--- config.mk ---
export PLATFORM = sky130hd
export DESIGN_NAME = adcseq_top
export DESIGN_NICKNAME = d
export VERILOG_FILES = /design/src/adcseq_pkg.sv /design/src/adcseq_conv_if.sv /design/src/adcseq_conv_timer.sv /design/src/adcseq_top.sv
export SDC_FILE = /design/constraint.sdc
export NUM_CORES = 1
export LEC_CHECK = 0
export ABC_AREA = 1
export ABC_CLOCK_PERIOD_IN_PS = 2900
export BUFFER_PORTS_ARGS = -buffer_cell sky130_fd_sc_hd__buf_2
export CAP_MARGIN = 20
export CORE_MARGIN = 2
export CORE_UTILIZATION = 47
export CTS_CLUSTER_SIZE = 10
export DETAILED_ROUTE_END_ITERATION = 8
export MAX_ROUTING_LAYER = met4
export PLACE_DENSITY = 0.68
export RECOVER_POWER = 50
export REMOVE_ABC_BUFFERS = 1
export SLEW_MARGIN = 20
export SYNTH_ARGS = -nofsm -noshare
export SYNTH_HDL_FRONTEND = slang
export SYNTH_SLANG_ARGS = --single-unit
--- constraint.sdc ---
create_clock -name clk -period 2.9 [get_ports clk]
set_input_delay 0.435 -clock clk [delete_from_list [all_inputs] [get_ports clk]]
set_output_delay 0.435 -clock clk [all_outputs]
set_load 0.005 [all_outputs]
--- src/adcseq_pkg.sv ---
`default_nettype none
package adcseq_pkg;
  // Conversion length in conversion-clock periods
  localparam logic [3:0] CONV_PERIODS = 4'hd;
  // Falls counted before the half period that marks a late abort
  localparam logic [3:0] LATE_FALLS = 4'hc;
  // Control word width and field positions
  localparam int CTL_W = 12;
  localparam int CTL_RANGE_BIT = 0;
  localparam int CTL_SEQ_BIT = 1;
  localparam int CTL_CODING_BIT = 2;
  localparam int CTL_MASK_ACCESS_BIT_BIT = 3;
  localparam int CTL_PM_LSB = 4;
  localparam int CTL_MODE_LSB = 6;
  localparam int CTL_ADD_LSB = 8;
  localparam int MASK_W = 8;
  // Values after reset
  localparam logic [11:0] CTL_RESET = 12'h000;
  localparam logic [7:0] MASK_RESET = 8'h00;
  localparam logic [2:0] CHAN_RESET = 3'h0;
  // Channel masks for pair modes and the seven-input pseudo mode
  localparam logic [7:0] PAIR_LEAD_MASK = 8'h55;
  localparam logic [7:0] PSEUDO7_MASK = 8'h7f;
  // Sequencer command held in the {sequence, mask access} bit pair
  typedef enum logic [1:0] {
    SS_OFF = 2'b00,
    SS_LOAD = 2'b01,
    SS_KEEP = 2'b10,
    SS_CONSEC = 2'b11
  } adcseq_cmd_t;
  // Input arrangement, field bit 0 is the first mode bit
  typedef enum logic [1:0] {
    MODE_SINGLE = 2'b00,
    MODE_PSEUDO4 = 2'b01,
    MODE_DIFF = 2'b10,
    MODE_PSEUDO7 = 2'b11
  } adcseq_mode_t;
  // Power states, field bit 1 is the upper power bit
  typedef enum logic [1:0] {
    PM_NORMAL = 2'b00,
    PM_AUTO_SHUTDOWN = 2'b01,
    PM_AUTO_STANDBY = 2'b10,
    PM_FULL_SHUTDOWN = 2'b11
  } adcseq_pm_t;
  // Sequencer states
  typedef enum logic [1:0] {
    SQ_OFF = 2'b00,
    SQ_MASK = 2'b01,
    SQ_CONSEC = 2'b10
  } adcseq_sq_t;
  // Conversion timer states
  typedef enum logic [0:0] {
    CT_IDLE = 1'b0,
    CT_RUN = 1'b1
  } adcseq_ct_t;
endpackage : adcseq_pkg
`default_nettype wire

--- src/adcseq_conv_if.sv ---
`default_nettype none
interface adcseq_conv_if;
  logic start;
  logic clk_rise;
  logic clk_fall;
  logic busy;
  logic done;
  logic aborted;
  logic late_abort;
  modport ctrl (output start, output clk_rise, output clk_fall,
    input busy, input done, input aborted, input late_abort);
  modport timer (input start, input clk_rise, input clk_fall,
    output busy, output done, output aborted, output late_abort);
endinterface : adcseq_conv_if
`default_nettype wire

--- src/adcseq_conv_timer.sv ---
`default_nettype none
module adcseq_conv_timer (
  // Clock and reset
  input wire logic clk,
  input wire logic rst_n,
  // Link to the sequencer
  adcseq_conv_if.timer cv
);
  adcseq_pkg::adcseq_ct_t st_q, st_d;
  logic [3:0] falls_q, falls_d;
  logic half_q, half_d;
  logic done_q, done_d;
  logic abort_q, abort_d;
  logic late_q, late_d;

  // Count conversion-clock falls; a new start mid-run aborts the old one
  always_comb
  begin
    st_d = st_q;
    falls_d = falls_q;
    half_d = half_q;
    done_d = 1'b0;
    abort_d = 1'b0;
    late_d = 1'b0;
    if (cv.start)
    begin
      if (st_q == adcseq_pkg::CT_RUN)
      begin
        abort_d = 1'b1;
        late_d = half_q;
      end
      st_d = adcseq_pkg::CT_RUN;
      falls_d = 4'h0;
      half_d = 1'b0;
    end
    else if (st_q == adcseq_pkg::CT_RUN)
    begin
      if (cv.clk_rise && falls_q == adcseq_pkg::LATE_FALLS)
        half_d = 1'b1;
      if (cv.clk_fall)
      begin
        falls_d = falls_q + 4'h1;
        // Only the thirteenth full period releases a result
        if (falls_q == adcseq_pkg::CONV_PERIODS - 4'h1)
        begin
          done_d = 1'b1;
          st_d = adcseq_pkg::CT_IDLE;
          falls_d = 4'h0;
          half_d = 1'b0;
        end
      end
    end
  end

  // Timer registers
  always_ff @(posedge clk or negedge rst_n)
  begin
    if (!rst_n)
    begin
      st_q <= adcseq_pkg::CT_IDLE;
      falls_q <= 4'h0;
      half_q <= 1'b0;
      done_q <= 1'b0;
      abort_q <= 1'b0;
      late_q <= 1'b0;
    end
    else
    begin
      st_q <= st_d;
      falls_q <= falls_d;
      half_q <= half_d;
      done_q <= done_d;
      abort_q <= abort_d;
      late_q <= late_d;
    end
  end

  assign cv.busy = (st_q == adcseq_pkg::CT_RUN);
  assign cv.done = done_q;
  assign cv.aborted = abort_q;
  assign cv.late_abort = late_q;
endmodule : adcseq_conv_timer
`default_nettype wire

--- src/adcseq_top.sv ---
// How it works
// A conversion completes only after thirteen full conversion-clock periods.
// A conversion given fewer than thirteen periods is aborted.
// After a late abort, host gives start rise or clock fall before writing.
// Eight-bit write-only mask loads bus bits 0-7 on write strobe rise.
// Mask write lands only if previous control write chose sequence 0, access 1.
// Mask bit n selects input channel n; bit 7 is channel 7.
// Host sets one bit per channel, or both bits per pair.
// Each start advances to next selected channel upward, wrapping from lowest.
// Sequence runs until a control write other than sequence 1, access 0.
// Pair modes convert each pair once, never the swapped polarity.
// Both bits zero: sequencer off, channel comes from the address field.
// Sequence 0, access 1 routes next write into the mask, then runs.
// Sequence 1, access 0 updates fields without disturbing the sequence.
// Both bits one: convert channels 0 up to the address field, repeat.
// Result coded straight binary or twos complement by the coding bit.
// Twelve-bit result, one code per reference span over 4096.
// Span bit selects zero to reference or zero to twice reference.
// Power field: normal, auto-shutdown, auto-standby, full shutdown.
// Input field selects arrangement; first bit 0, second 1 is differential.
// Without the access condition, a write is a control write only.
`default_nettype none
module adcseq_top (
  // Clock and reset
  input wire logic clk,
  input wire logic nrst,
  // Processor bus
  input wire logic conversion_start_n,
  input wire logic write_n,
  input wire logic [11:0] data_bus_bits,
  // Converter clock and front end
  input wire logic conversion_clock_in,
  input wire logic [11:0] sample_code,
  // Conversion results
  output logic [11:0] conv_result_q,
  output logic [2:0] result_channel_q,
  output logic result_valid_q,
  output logic conv_busy_q,
  output logic conv_aborted_q,
  output logic [2:0] active_channel_q,
  // Control state seen by the analog side
  output logic span_double_q,
  output logic twos_comp_q,
  output logic [1:0] power_state_q,
  output logic [1:0] input_config_q,
  output logic power_down_q,
  output logic seq_guard_miss_q
);
  // Next channel above cur in mask m, wrapping to the lowest set bit
  function automatic logic [2:0] pick_next(input logic [7:0] m, input logic [2:0] cur,
    input logic from_low);
    logic [2:0] r;
    logic found;
    r = cur;
    found = 1'b0;
    for (int i = 0; i < 8; i++)
    begin
      if (!found && m[i] && (from_low || i > int'(cur)))
      begin
        r = 3'(i);
        found = 1'b1;
      end
    end
    for (int i = 0; i < 8; i++)
    begin
      if (!found && m[i])
      begin
        r = 3'(i);
        found = 1'b1;
      end
    end
    return r;
  endfunction : pick_next

  // Channels allowed as positive input under the given arrangement
  function automatic logic [7:0] usable(input logic [7:0] m, input logic [1:0] mode);
    logic [7:0] r;
    r = m;
    if (mode == adcseq_pkg::MODE_DIFF || mode == adcseq_pkg::MODE_PSEUDO4)
      r = m & adcseq_pkg::PAIR_LEAD_MASK & {1'b0, m[7:1]};
    else if (mode == adcseq_pkg::MODE_PSEUDO7)
      r = m & adcseq_pkg::PSEUDO7_MASK;
    return r;
  endfunction : usable

  // Reset release through two flops
  logic [1:0] rst_sync_q;
  logic rst_n;
  always_ff @(posedge clk or negedge nrst)
  begin
    if (!nrst)
      rst_sync_q <= 2'b00;
    else
      rst_sync_q <= {rst_sync_q[0], 1'b1};
  end
  assign rst_n = rst_sync_q[1];

  // Edge detection on the bus strobes and the conversion clock
  logic cs_prev_q, wr_prev_q, ck_prev_q;
  logic cs_fall, cs_rise, wr_rise, ck_rise, ck_fall;
  always_ff @(posedge clk or negedge rst_n)
  begin
    if (!rst_n)
    begin
      cs_prev_q <= 1'b1;
      wr_prev_q <= 1'b1;
      ck_prev_q <= 1'b0;
    end
    else
    begin
      cs_prev_q <= conversion_start_n;
      wr_prev_q <= write_n;
      ck_prev_q <= conversion_clock_in;
    end
  end
  assign cs_fall = cs_prev_q && !conversion_start_n;
  assign cs_rise = !cs_prev_q && conversion_start_n;
  assign wr_rise = !wr_prev_q && write_n;
  assign ck_rise = !ck_prev_q && conversion_clock_in;
  assign ck_fall = ck_prev_q && !conversion_clock_in;

  // Conversion timer
  adcseq_conv_if cv ();
  assign cv.start = cs_fall;
  assign cv.clk_rise = ck_rise;
  assign cv.clk_fall = ck_fall;
  adcseq_conv_timer u_timer (
    .clk(clk),
    .rst_n(rst_n),
    .cv(cv)
  );

  // Control fields, mask and sequencer state
  logic [11:0] ctl_q, ctl_d;
  logic [7:0] mask_q, mask_d;
  logic arm_q, arm_d;
  adcseq_pkg::adcseq_sq_t sq_q, sq_d;
  logic [2:0] chan_q, chan_d;
  logic first_q, first_d;
  logic unsafe_q, unsafe_d;
  logic miss_d;
  logic [11:0] held_q, held_d;
  logic [2:0] conv_chan_q, conv_chan_d;
  logic [1:0] cmd;
  logic [2:0] addr;
  logic [7:0] seq_mask;
  logic [7:0] consec_mask;

  assign cmd = {data_bus_bits[adcseq_pkg::CTL_SEQ_BIT], data_bus_bits[adcseq_pkg::CTL_MASK_ACCESS_BIT_BIT]};
  assign addr = ctl_q[adcseq_pkg::CTL_ADD_LSB +: 3];

  // Consecutive mode walks channel 0 through the address field
  always_comb
  begin
    for (int i = 0; i < 8; i++)
      consec_mask[i] = (i <= int'(addr));
  end
  assign seq_mask = usable((sq_q == adcseq_pkg::SQ_CONSEC) ? consec_mask : mask_q,
    ctl_q[adcseq_pkg::CTL_MODE_LSB +: 2]);

  // Starts pick the channel first, then writes override the sequence state
  always_comb
  begin
    ctl_d = ctl_q;
    mask_d = mask_q;
    arm_d = arm_q;
    sq_d = sq_q;
    chan_d = chan_q;
    first_d = first_q;
    held_d = held_q;
    conv_chan_d = conv_chan_q;
    miss_d = 1'b0;
    unsafe_d = unsafe_q;
    // Guard against reprogramming while the sequencer is out of step
    if (cs_rise || ck_fall)
      unsafe_d = 1'b0;
    if (cv.late_abort)
      unsafe_d = 1'b1;
    if (cs_fall)
    begin
      held_d = sample_code;
      if (sq_q == adcseq_pkg::SQ_OFF)
        conv_chan_d = addr;
      else
      begin
        conv_chan_d = pick_next(seq_mask, chan_q, first_q);
        chan_d = conv_chan_d;
        first_d = 1'b0;
      end
    end
    if (wr_rise)
    begin
      miss_d = unsafe_q;
      if (arm_q)
      begin
        mask_d = data_bus_bits[adcseq_pkg::MASK_W-1:0];
        arm_d = 1'b0;
        sq_d = adcseq_pkg::SQ_MASK;
        first_d = 1'b1;
      end
      else
      begin
        // Ordinary control write, mask left alone
        ctl_d[adcseq_pkg::CTL_RANGE_BIT] = data_bus_bits[adcseq_pkg::CTL_RANGE_BIT];
        ctl_d[adcseq_pkg::CTL_CODING_BIT] = data_bus_bits[adcseq_pkg::CTL_CODING_BIT];
        ctl_d[adcseq_pkg::CTL_PM_LSB +: 2] = data_bus_bits[adcseq_pkg::CTL_PM_LSB +: 2];
        ctl_d[adcseq_pkg::CTL_MODE_LSB +: 2] = data_bus_bits[adcseq_pkg::CTL_MODE_LSB +: 2];
        ctl_d[adcseq_pkg::CTL_SEQ_BIT] = data_bus_bits[adcseq_pkg::CTL_SEQ_BIT];
        ctl_d[adcseq_pkg::CTL_MASK_ACCESS_BIT_BIT] = data_bus_bits[adcseq_pkg::CTL_MASK_ACCESS_BIT_BIT];
        case (cmd)
          adcseq_pkg::SS_OFF:
          begin
            sq_d = adcseq_pkg::SQ_OFF;
            ctl_d[adcseq_pkg::CTL_ADD_LSB +: 3] = data_bus_bits[adcseq_pkg::CTL_ADD_LSB +: 3];
          end
          adcseq_pkg::SS_LOAD:
          begin
            sq_d = adcseq_pkg::SQ_OFF;
            arm_d = 1'b1;
          end
          adcseq_pkg::SS_KEEP:
          begin
            sq_d = sq_q;
          end
          adcseq_pkg::SS_CONSEC:
          begin
            sq_d = adcseq_pkg::SQ_CONSEC;
            first_d = 1'b1;
            ctl_d[adcseq_pkg::CTL_ADD_LSB +: 3] = data_bus_bits[adcseq_pkg::CTL_ADD_LSB +: 3];
          end
          default:
          begin
            sq_d = sq_q;
          end
        endcase
      end
    end
  end

  // Sequencer registers
  always_ff @(posedge clk or negedge rst_n)
  begin
    if (!rst_n)
    begin
      ctl_q <= adcseq_pkg::CTL_RESET;
      mask_q <= adcseq_pkg::MASK_RESET;
      arm_q <= 1'b0;
      sq_q <= adcseq_pkg::SQ_OFF;
      chan_q <= adcseq_pkg::CHAN_RESET;
      first_q <= 1'b1;
      unsafe_q <= 1'b0;
      held_q <= 12'h000;
      conv_chan_q <= adcseq_pkg::CHAN_RESET;
    end
    else
    begin
      ctl_q <= ctl_d;
      mask_q <= mask_d;
      arm_q <= arm_d;
      sq_q <= sq_d;
      chan_q <= chan_d;
      first_q <= first_d;
      unsafe_q <= unsafe_d;
      held_q <= held_d;
      conv_chan_q <= conv_chan_d;
    end
  end

  // Output next values; the result only moves when the timer reports done
  logic [11:0] res_d;
  logic [2:0] rch_d;
  logic pd_d;
  logic [1:0] pm;
  assign pm = ctl_q[adcseq_pkg::CTL_PM_LSB +: 2];
  always_comb
  begin
    res_d = conv_result_q;
    rch_d = result_channel_q;
    if (cv.done)
    begin
      // Twos complement is offset binary with the top bit flipped
      if (ctl_q[adcseq_pkg::CTL_CODING_BIT])
        res_d = {~held_q[11], held_q[10:0]};
      else
        res_d = held_q;
      rch_d = conv_chan_q;
    end
    case (pm)
      adcseq_pkg::PM_NORMAL: pd_d = 1'b0;
      adcseq_pkg::PM_AUTO_SHUTDOWN: pd_d = !cv.busy;
      adcseq_pkg::PM_AUTO_STANDBY: pd_d = !cv.busy;
      adcseq_pkg::PM_FULL_SHUTDOWN: pd_d = 1'b1;
      default: pd_d = 1'b0;
    endcase
  end

  // Output registers
  always_ff @(posedge clk or negedge rst_n)
  begin
    if (!rst_n)
    begin
      conv_result_q <= 12'h000;
      result_channel_q <= adcseq_pkg::CHAN_RESET;
      result_valid_q <= 1'b0;
      conv_busy_q <= 1'b0;
      conv_aborted_q <= 1'b0;
      active_channel_q <= adcseq_pkg::CHAN_RESET;
      span_double_q <= 1'b0;
      twos_comp_q <= 1'b0;
      power_state_q <= 2'b00;
      input_config_q <= 2'b00;
      power_down_q <= 1'b0;
      seq_guard_miss_q <= 1'b0;
    end
    else
    begin
      conv_result_q <= res_d;
      result_channel_q <= rch_d;
      result_valid_q <= cv.done;
      conv_busy_q <= cv.busy;
      conv_aborted_q <= cv.aborted;
      active_channel_q <= conv_chan_q;
      span_double_q <= ctl_q[adcseq_pkg::CTL_RANGE_BIT];
      twos_comp_q <= ctl_q[adcseq_pkg::CTL_CODING_BIT];
      power_state_q <= pm;
      input_config_q <= ctl_q[adcseq_pkg::CTL_MODE_LSB +: 2];
      power_down_q <= pd_d;
      seq_guard_miss_q <= miss_d;
    end
  end
endmodule : adcseq_top
`default_nettype wire

==> impl_results.md, run 1 <==
* Status: completed
* Initial antenna violation count at 0
* Layout Skew at ~6.3 ps
* Critical path class: flop to flop
* Syn avg cell area at between 9 and 10 um^2
* Drt pass-1 iters at 4
* PortBufs at between 50 and 60
* Min Tclk post-route at between 2000 and 2500 ps
* Synth Area in Compound Gates at 7.484%
* Gpl congestion at roughly 0.88
* # IOs at slightly below 60
* Least-Margin Pin Slew at 1384 ps
* Fraction of the cycle the final worst path needs at approximately 80%
* CTS Sinks at 83
* Initial DRC Count at 122
* Final Hold Viols at 0
* Yosys warns at 0
* DP Wirelength at roughly 5500 um
* Slowest Stage Delay on Critical Path at ~440 ps
* CTS Buf Count at 9
* Largest family of logic cells by synthesized area: simple AND/OR/NAND/NOR gates
* Layout cells sized above 1 at approximately a quarter
* Crit end category: flop
* Final nets at around 500
* Sequential area share after synthesis at 56.32%
* Via count at 2,813
* CP max-delay cell: ha_1
* FP Rows at 32
* Max Cap Violations at 0
* Synth Cell Area at 0.003695 mm^2
* Min Hold Slack at 194.6 ps
* Die height at 92.67 um
* Fmax at approximately 430 MHz
* CP required at ~3100 ps
* First-pass GRT wire length at 13,020 um
* Leakage Power at 2.360 nW
* Buf/Inv on CP at 0
* Vias in the first global route at between 2,000 and 3,000
* Die width at between 90 and 100 um
* Final WL at 7471 um
* Core area at 0.007687 mm^2
* Worst hold path class: input port to flop
* Diode count at 0
* Setup tns final at 0 ps
* Post-route ant nets at 0
* Worst-Skew Late Latency at around 340 ps
* WP data arrival at around 2500 ps
* Global Route Usage Sum at 19.64%
* CTS tree: built
* CTS Root Cell: clkbuf_8
* CP delay by family, top: simple AND/OR/NAND/NOR gates
* Critical Path Start Type: flop
* CP Cell Sequence: ha_1 -> nor2_2 -> nand2_2 -> nand4_1 -> a21oi_2 -> nand3_2 -> nor2_2 -> nand3_1 -> and3_1 -> nand4_1 -> o21ai_1
* Clk slew on worst S/H paths at ~80 ps
* Crit Path Max Fanout at 7
* Via/cell ratio at between 4 and 5
* Longest Clk Path Bufs at 2
* Xor/xnor share of the synthesized area at 0.4741%
* Rel. slew slack at 7.734%
* Mux cell area share after synthesis at 4.572%
* CTS H-tree lvls at 3
* Area grow syn2layout at 17.81%
* Synth Area in Simple Gates at approximately 23%
* WL/cell at between 10 and 15 um
* Initial Util at roughly half
* Synth cell types at 34
* Slack of the worst reg-to-reg path at between 500 and 600 ps
* GRT overflow at 0
* Pwr Density at between 800 and 900 mW/mm^2
* Worst ir drop on vdd at roughly 0.41 mV
* Unrepaired setup endpoints after global routing: no
* Setup violators final at 0
* Mapped Cells at around 400
* Layout Utilization at about 57%
* Post-route DRC at 0
* Slew Viols, Final at 0
* Fraction of the mapped netlist area in adder cells at under 10%
* Synthesized flop and latch total at 83
* Largest net degree at the start of global routing at 82
* Die area at around 0.0086 mm^2
* # fillers at between 700 and 800
* PostCTS Resize Cnt at 0
==> power by group <==
part	total, W	switching, W	internal, W	leakage, nW
registers	0.00159	0.000177	0.00141	1.05
clock network	0.000850	0.000402	0.000448	0.106
logic	0.00137	0.000862	0.000507	1.20
total	0.00380	0.00144	0.00236	2.36
==> logic make-up (layout without fill, tap and decap cells) <==
kind of cell               after synthesis  after routing
AOI/OAI and AO/OA                       50             50
muxes                                   15             15
and+or+nand+nor                        182            182
xor gates and xnor gates                 2              2
buffers and inverters                   57            129
other                                    1              1
adders and majority gates                8              8
DFF                                     83             83
==> registers in the layout, indices dropped and copies added, names as in the netlist, 2 cells and up <==
name and cells:
conv_chan_q 3, result_channel_q 3, rst_sync_q 2, power_state_q 2, mask_q 8, input_config_q 2
active_channel_q 3, ctl_q 9, held_q 12, chan_q 3, conv_result_q 12, sq_q 2
u_timer.falls_q 4
==> synth_stat cells <==
master,instances,share of area (%)
o21bai_1,2,0.41
o211ai_1,1,0.20
a21oi_2,1,0.24
nor2_1,23,2.3
or2_1,1,0.17
o21ai_1,6,0.81
dfstp_2,3,2.1
o211ai_2,1,0.34
nand3b_1,1,0.20
ha_1,8,2.7
nand2_1,102,10
nand4_1,10,1.7
clkbuf_1,5,0.51
dfrtp_1,80,54
o31ai_1,1,0.20
or2_2,1,0.17
o2111ai_1,1,0.24
o21ai_0,26,3.5
nor2_2,7,1.2
xnor2_1,1,0.24
xor2_1,1,0.24
nor2_8,1,0.54
a21oi_1,10,1.4
a31oi_1,1,0.17
mux2_2,15,4.6
nand3_1,21,2.8
nand2_2,8,1.4
clkinv_1,2,0.20
nor4_1,1,0.17
inv_2,3,0.30
and3_1,1,0.17
nand3_2,5,1.4
inv_1,47,4.8
conb_1,1,0.10
==> final cells by class <==
| class | instances | area (um^2) | area share [%] |
|---|---|---|---|
| timing repair buffer | 61 | 337.8 | 7.761 |
| sequential | 83 | 2081 | 47.80 |
| multi-input combinational | 258 | 1400 | 32.16 |
| inverter | 52 | 195.2 | 4.484 |
| clock buffer | 11 | 151.4 | 3.478 |
| tap | 102 | 127.6 | 2.932 |
| clock inverter | 5 | 60.06 | 1.380 |
==> path summary, 6_finish.rpt <==
path / startpoint / endpoint / cells after the start
setup reg to reg: ctl_q[7] / chan_q[2] / 11
max in group asynchronous: rst_sync_q[1] / active_channel_q[1] / 1
setup / recovery: ctl_q[7] / chan_q[2] / 11
hold reg to reg: u_timer.cv.aborted / conv_aborted_q / 0
hold / removal: write_n / wr_prev_q / 1
min in group asynchronous: nrst / rst_sync_q[0] / 2
==> what timing repair did <==
action,in CTS,in global routing
hold buffers,1,0
hold endpoints to repair,2,0
setup buffers,0,0
==> metrics by stage <==
stage	worst slack [ps]	cells	power (W)	area [um^2]
floorplan	422.4	393	0.002607	3676
global placement	635.2	554	0.002932	4110
detailed placement	598.3	554	0.002973	4110
CTS	578.0	571	0.003836	4332
global route	312.5	572	0.004125	4353
finish	584.7	572	0.003804	4353
==> routing by layer <==
layer  wire length, um  vias up  GRT usage [%]
met5                 0        -              -
met3               271        7          3.906
met4                76        0          5.515
met1              3512     1339          25.22
met2              3611       51          32.12
li1                  -     1416              -
==> cell usage in the layout (no fill, tap or decap), types with 11 or more instances in the layout <==
| cell | Yosys | layout |
|---|---|---|
| dfrtp_1 | 80 | 80 |
| buf_2 | 0 | 54 |
| nand2_1 | 102 | 102 |
| nand3_1 | 21 | 21 |
| clkbuf_8 | 0 | 11 |
| o21ai_0 | 26 | 26 |
| nor2_1 | 23 | 23 |
| mux2_2 | 15 | 15 |
| inv_1 | 47 | 47 |
No activity file was read; power rests on OpenSTA's default activity.
==> inputs of run 2 (changes only) <==
ABC_CLOCK_PERIOD_IN_PS = 2260   (was 2900)
clock period = 2.26 ns   (was 2.9 ns; I/O delays follow)
==> run 2 against run 1 <==
- first-iteration DRC count is 32% lower
- non-clock buffer count is 14 higher
- routed wire length is 2.7% higher
- register-to-register slack worse by 550 ps
- highest routed layer unchanged
- worst hold slack worse by 100 ps
- largest cell class unchanged
- sequential share of layout area is 1.9 points lower
- sequential power is 28% higher
==> impl_results.md, run 2 (synthesized netlist as in run 1, its figures left out) <==
* Global Route Usage Sum at 19.78% (was 19.64%)
* Critical path class: flop to flop (unchanged)
* Largest net degree at the start of global routing at 64 (was 82)
* Die height at 92.67 um (unchanged)
* Most frequent cells in the layout: nand2_1, dfrtp_1, buf_2 (unchanged)
* Multi-input gate area in the final layout at 0.001468 mm^2 (was 0.001400 mm^2)
* Layout cells sized above 1 at 29.75% (was 25.32%)
* HP Start: conversion_start_n (was write_n)
* Pwr Density at 1181 mW/mm^2 (was 873.8 mW/mm^2)
* Worst-Skew Late Latency at 360 ps (was 340 ps)
* CTS H-tree lvls at 3 (unchanged)
* Min Tclk post-route at 2226 ps (was 2315 ps)
* # IOs at 58 (unchanged)
* Worst hold path class: input port to flop (unchanged)
* Post-route DRC at 0 (unchanged)
* CP required at 2480 ps (was 3110 ps)
* CTS tree: built (unchanged)
* Crit Path Max Fanout at 6 (was 7)
* Slowest Stage Delay on Critical Path at 420 ps (was 440 ps)
* Area grow syn2layout at 22.76% (was 17.81%)
* Clk slew on worst S/H paths at 80 ps (about the same)
* First-pass GRT wire length at 13,000 um (was 13,020 um)
* Biggest regs: conv_result_q: 12 flops, held_q: 12 flops, ctl_q: 9 flops (unchanged)
* Final WL at 7674 um (was 7471 um)
* Setup violators final at 0 (unchanged)
* Cell depth of the worst setup path at 13 (was 11)
* Layout Skew at 16.99 ps (was 6.300 ps)
* Gpl congestion at 0.8458 (was 0.8823)
* Slew Viols, Final at 0 (unchanged)
* Initial DRC Count at 83 (was 122)
* Die area at 0.008587 mm^2 (unchanged)
* DP Wirelength at 5654 um (was 5536 um)
* Status: completed (unchanged)
* GRT overflow at 0 (unchanged)
* Seq. cell area at 0.002082 mm^2 (was 0.002081 mm^2)
* WL/cell at 13.10 um (was 13.06 um)
* Critical Path Start Type: flop (unchanged)
* Unrepaired setup endpoints after global routing: yes (was no)
* Worst ir drop on vdd at 0.5068 mV (was 0.4146 mV)
* Worst Setup SP: sq_q[1] (was ctl_q[7])
* Setup tns final at 0 ps (unchanged)
* Commonest non-fill, non-tap cell in the layout: nand2_1 (unchanged)
* Crit end category: flop (unchanged)
* Vias in the first global route at 2,814 (was 2,875)
* CP delay by family, top: simple AND/OR/NAND/NOR gates (unchanged)
* Diode count at 0 (unchanged)
* CP Cell Sequence: inv_2 -> nor2_8 -> buf_6 -> or2_4 -> nand3_4 -> nand4_1 -> a21oi_2 -> nand3_2 -> nor2_4 -> nand3_2 -> and3_4 -> nand4_1 -> nand3_1 (was ha_1 -> nor2_2 -> nand2_2 -> nand4_1 -> a21oi_2 -> nand3_2 -> nor2_2 -> nand3_1 -> and3_1 -> nand4_1 -> o21ai_1)
* Drt pass-1 iters at 4 (unchanged)
* Initial Util at 48.06% (unchanged)
* Least-Margin Pin Slew at 819.6 ps (was 1384 ps)
* CP max-delay cell: dfrtp_1 (was ha_1)
* Core area at 0.007687 mm^2 (unchanged)
* Via count at 2,870 (was 2,813)
* PnR Total Power at 0.005356 W (was 0.003804 W)
* R2R depth at 13 (was 11)
* Leakage Power at 2.434 nW (was 2.360 nW)
* Buf/Inv on CP at 2 (was 0)
* Final nets at 516 (was 502)
* Longest Clk Path Bufs at 2 (unchanged)
* Post-route ant nets at 0 (unchanged)
* FP Rows at 32 (unchanged)
* Reg-to-Reg End: conv_chan_q[2] (was chan_q[2])
* Fraction of the cycle the final worst path needs at 98.49% (was 79.84%)
* # fillers at 700 (was 713)
* Slack of the worst reg-to-reg path at 30 ps (was 580 ps)
* Setup crit end: conv_chan_q[2] (was chan_q[2])
* Min Hold Slack at 90.51 ps (was 194.6 ps)
* R2r startpoint: sq_q[1] (was ctl_q[7])
* Final Hold Viols at 0 (unchanged)
* CTS Buf Count at 9 (unchanged)
* Via/cell ratio at 4.898 (was 4.918)
* Initial antenna violation count at 0 (unchanged)
* Rel. slew slack at 45.36% (was 7.734%)
* CTS Sinks at 83 (unchanged)
* Fmax at 449.2 MHz (was 431.9 MHz)
* CTS Root Cell: clkbuf_8 (unchanged)
* WP data arrival at 2450 ps (was 2530 ps)
* Die width at 92.67 um (unchanged)
* PortBufs at 56 (unchanged)
* Max Cap Violations at 0 (unchanged)
run 2: changes by cell type in the layout (fill, tap and decap cells not counted), sizes merged:
cell      change
clkinv        -2
buf          +12
inv           +3
bufinv        +1
clkinvlp      -1
clkbuf        +1
run 2: routing by layer:
metal / global-route usage, % / share of wire, % / vias up
li1: - / - / 1445
met1: 25.99 / 47 / 1373
met2: 31.87 / 49 / 44
met3: 3.987 / 2.8 / 8
met4: 5.147 / 1.1 / 0
met5: - / 0 / -
run 2: timing repair:
action                     in CTS  in global routing
buffers inserted                0                  5
gates resized for setup         2                 17
hold buffers                    1                  0
pin swaps                       0                  7
setup endpoints to repair       5                  6
hold endpoints to repair        2                  0
run 2: worst register-to-register path: stages, from the launching register on:
cell,delay (ps)
dfrtp_1,420
inv_2,120
nor2_8,60
buf_6,120
or2_4,250
nand3_4,90
nand4_1,110
a21oi_2,190
nand3_2,110
nor2_4,110
nand3_2,100
and3_4,190
nand4_1,150
nand3_1,100
run 2: stage by stage:
| stage | setup slack (ps) | instances | area [um^2] | utilization, % |
|---|---|---|---|---|
| final | 34.02 | 586 | 4536 | 59.00 |
| after global placement | 0.1836 | 564 | 4198 | 54.61 |
| after detailed placement | -36.63 | 564 | 4198 | 54.61 |
| after global routing | -143.0 | 586 | 4536 | 59.00 |
| after CTS | 25.12 | 581 | 4458 | 57.99 |
| after floorplan | -217.6 | 393 | 3676 | - |
run 2: worst min-delay path by stage:
stage,to,cells past startpoint
detailed placement,rst_sync_q[0],1
global placement,rst_sync_q[0],1
global route,wr_prev_q,1
finish,cs_prev_q,1
CTS,wr_prev_q,1
floorplan,rst_sync_q[0],0
run 2: final cells by class:
type / count / area share (%)
inverter: 52 / 4.303
clock inverter: 6 / 2.207
sequential: 83 / 45.90
tap: 102 / 2.814
clock buffer: 10 / 3.034
timing repair buffer: 75 / 9.379
multi-input combinational: 258 / 32.36
run 2: where the power goes:
| part | internal [W] | switching [W] |
|---|---|---|
| logic | 0.000857 | 0.00122 |
| registers | 0.00181 | 0.000231 |
| clock network | 0.000676 | 0.000565 |
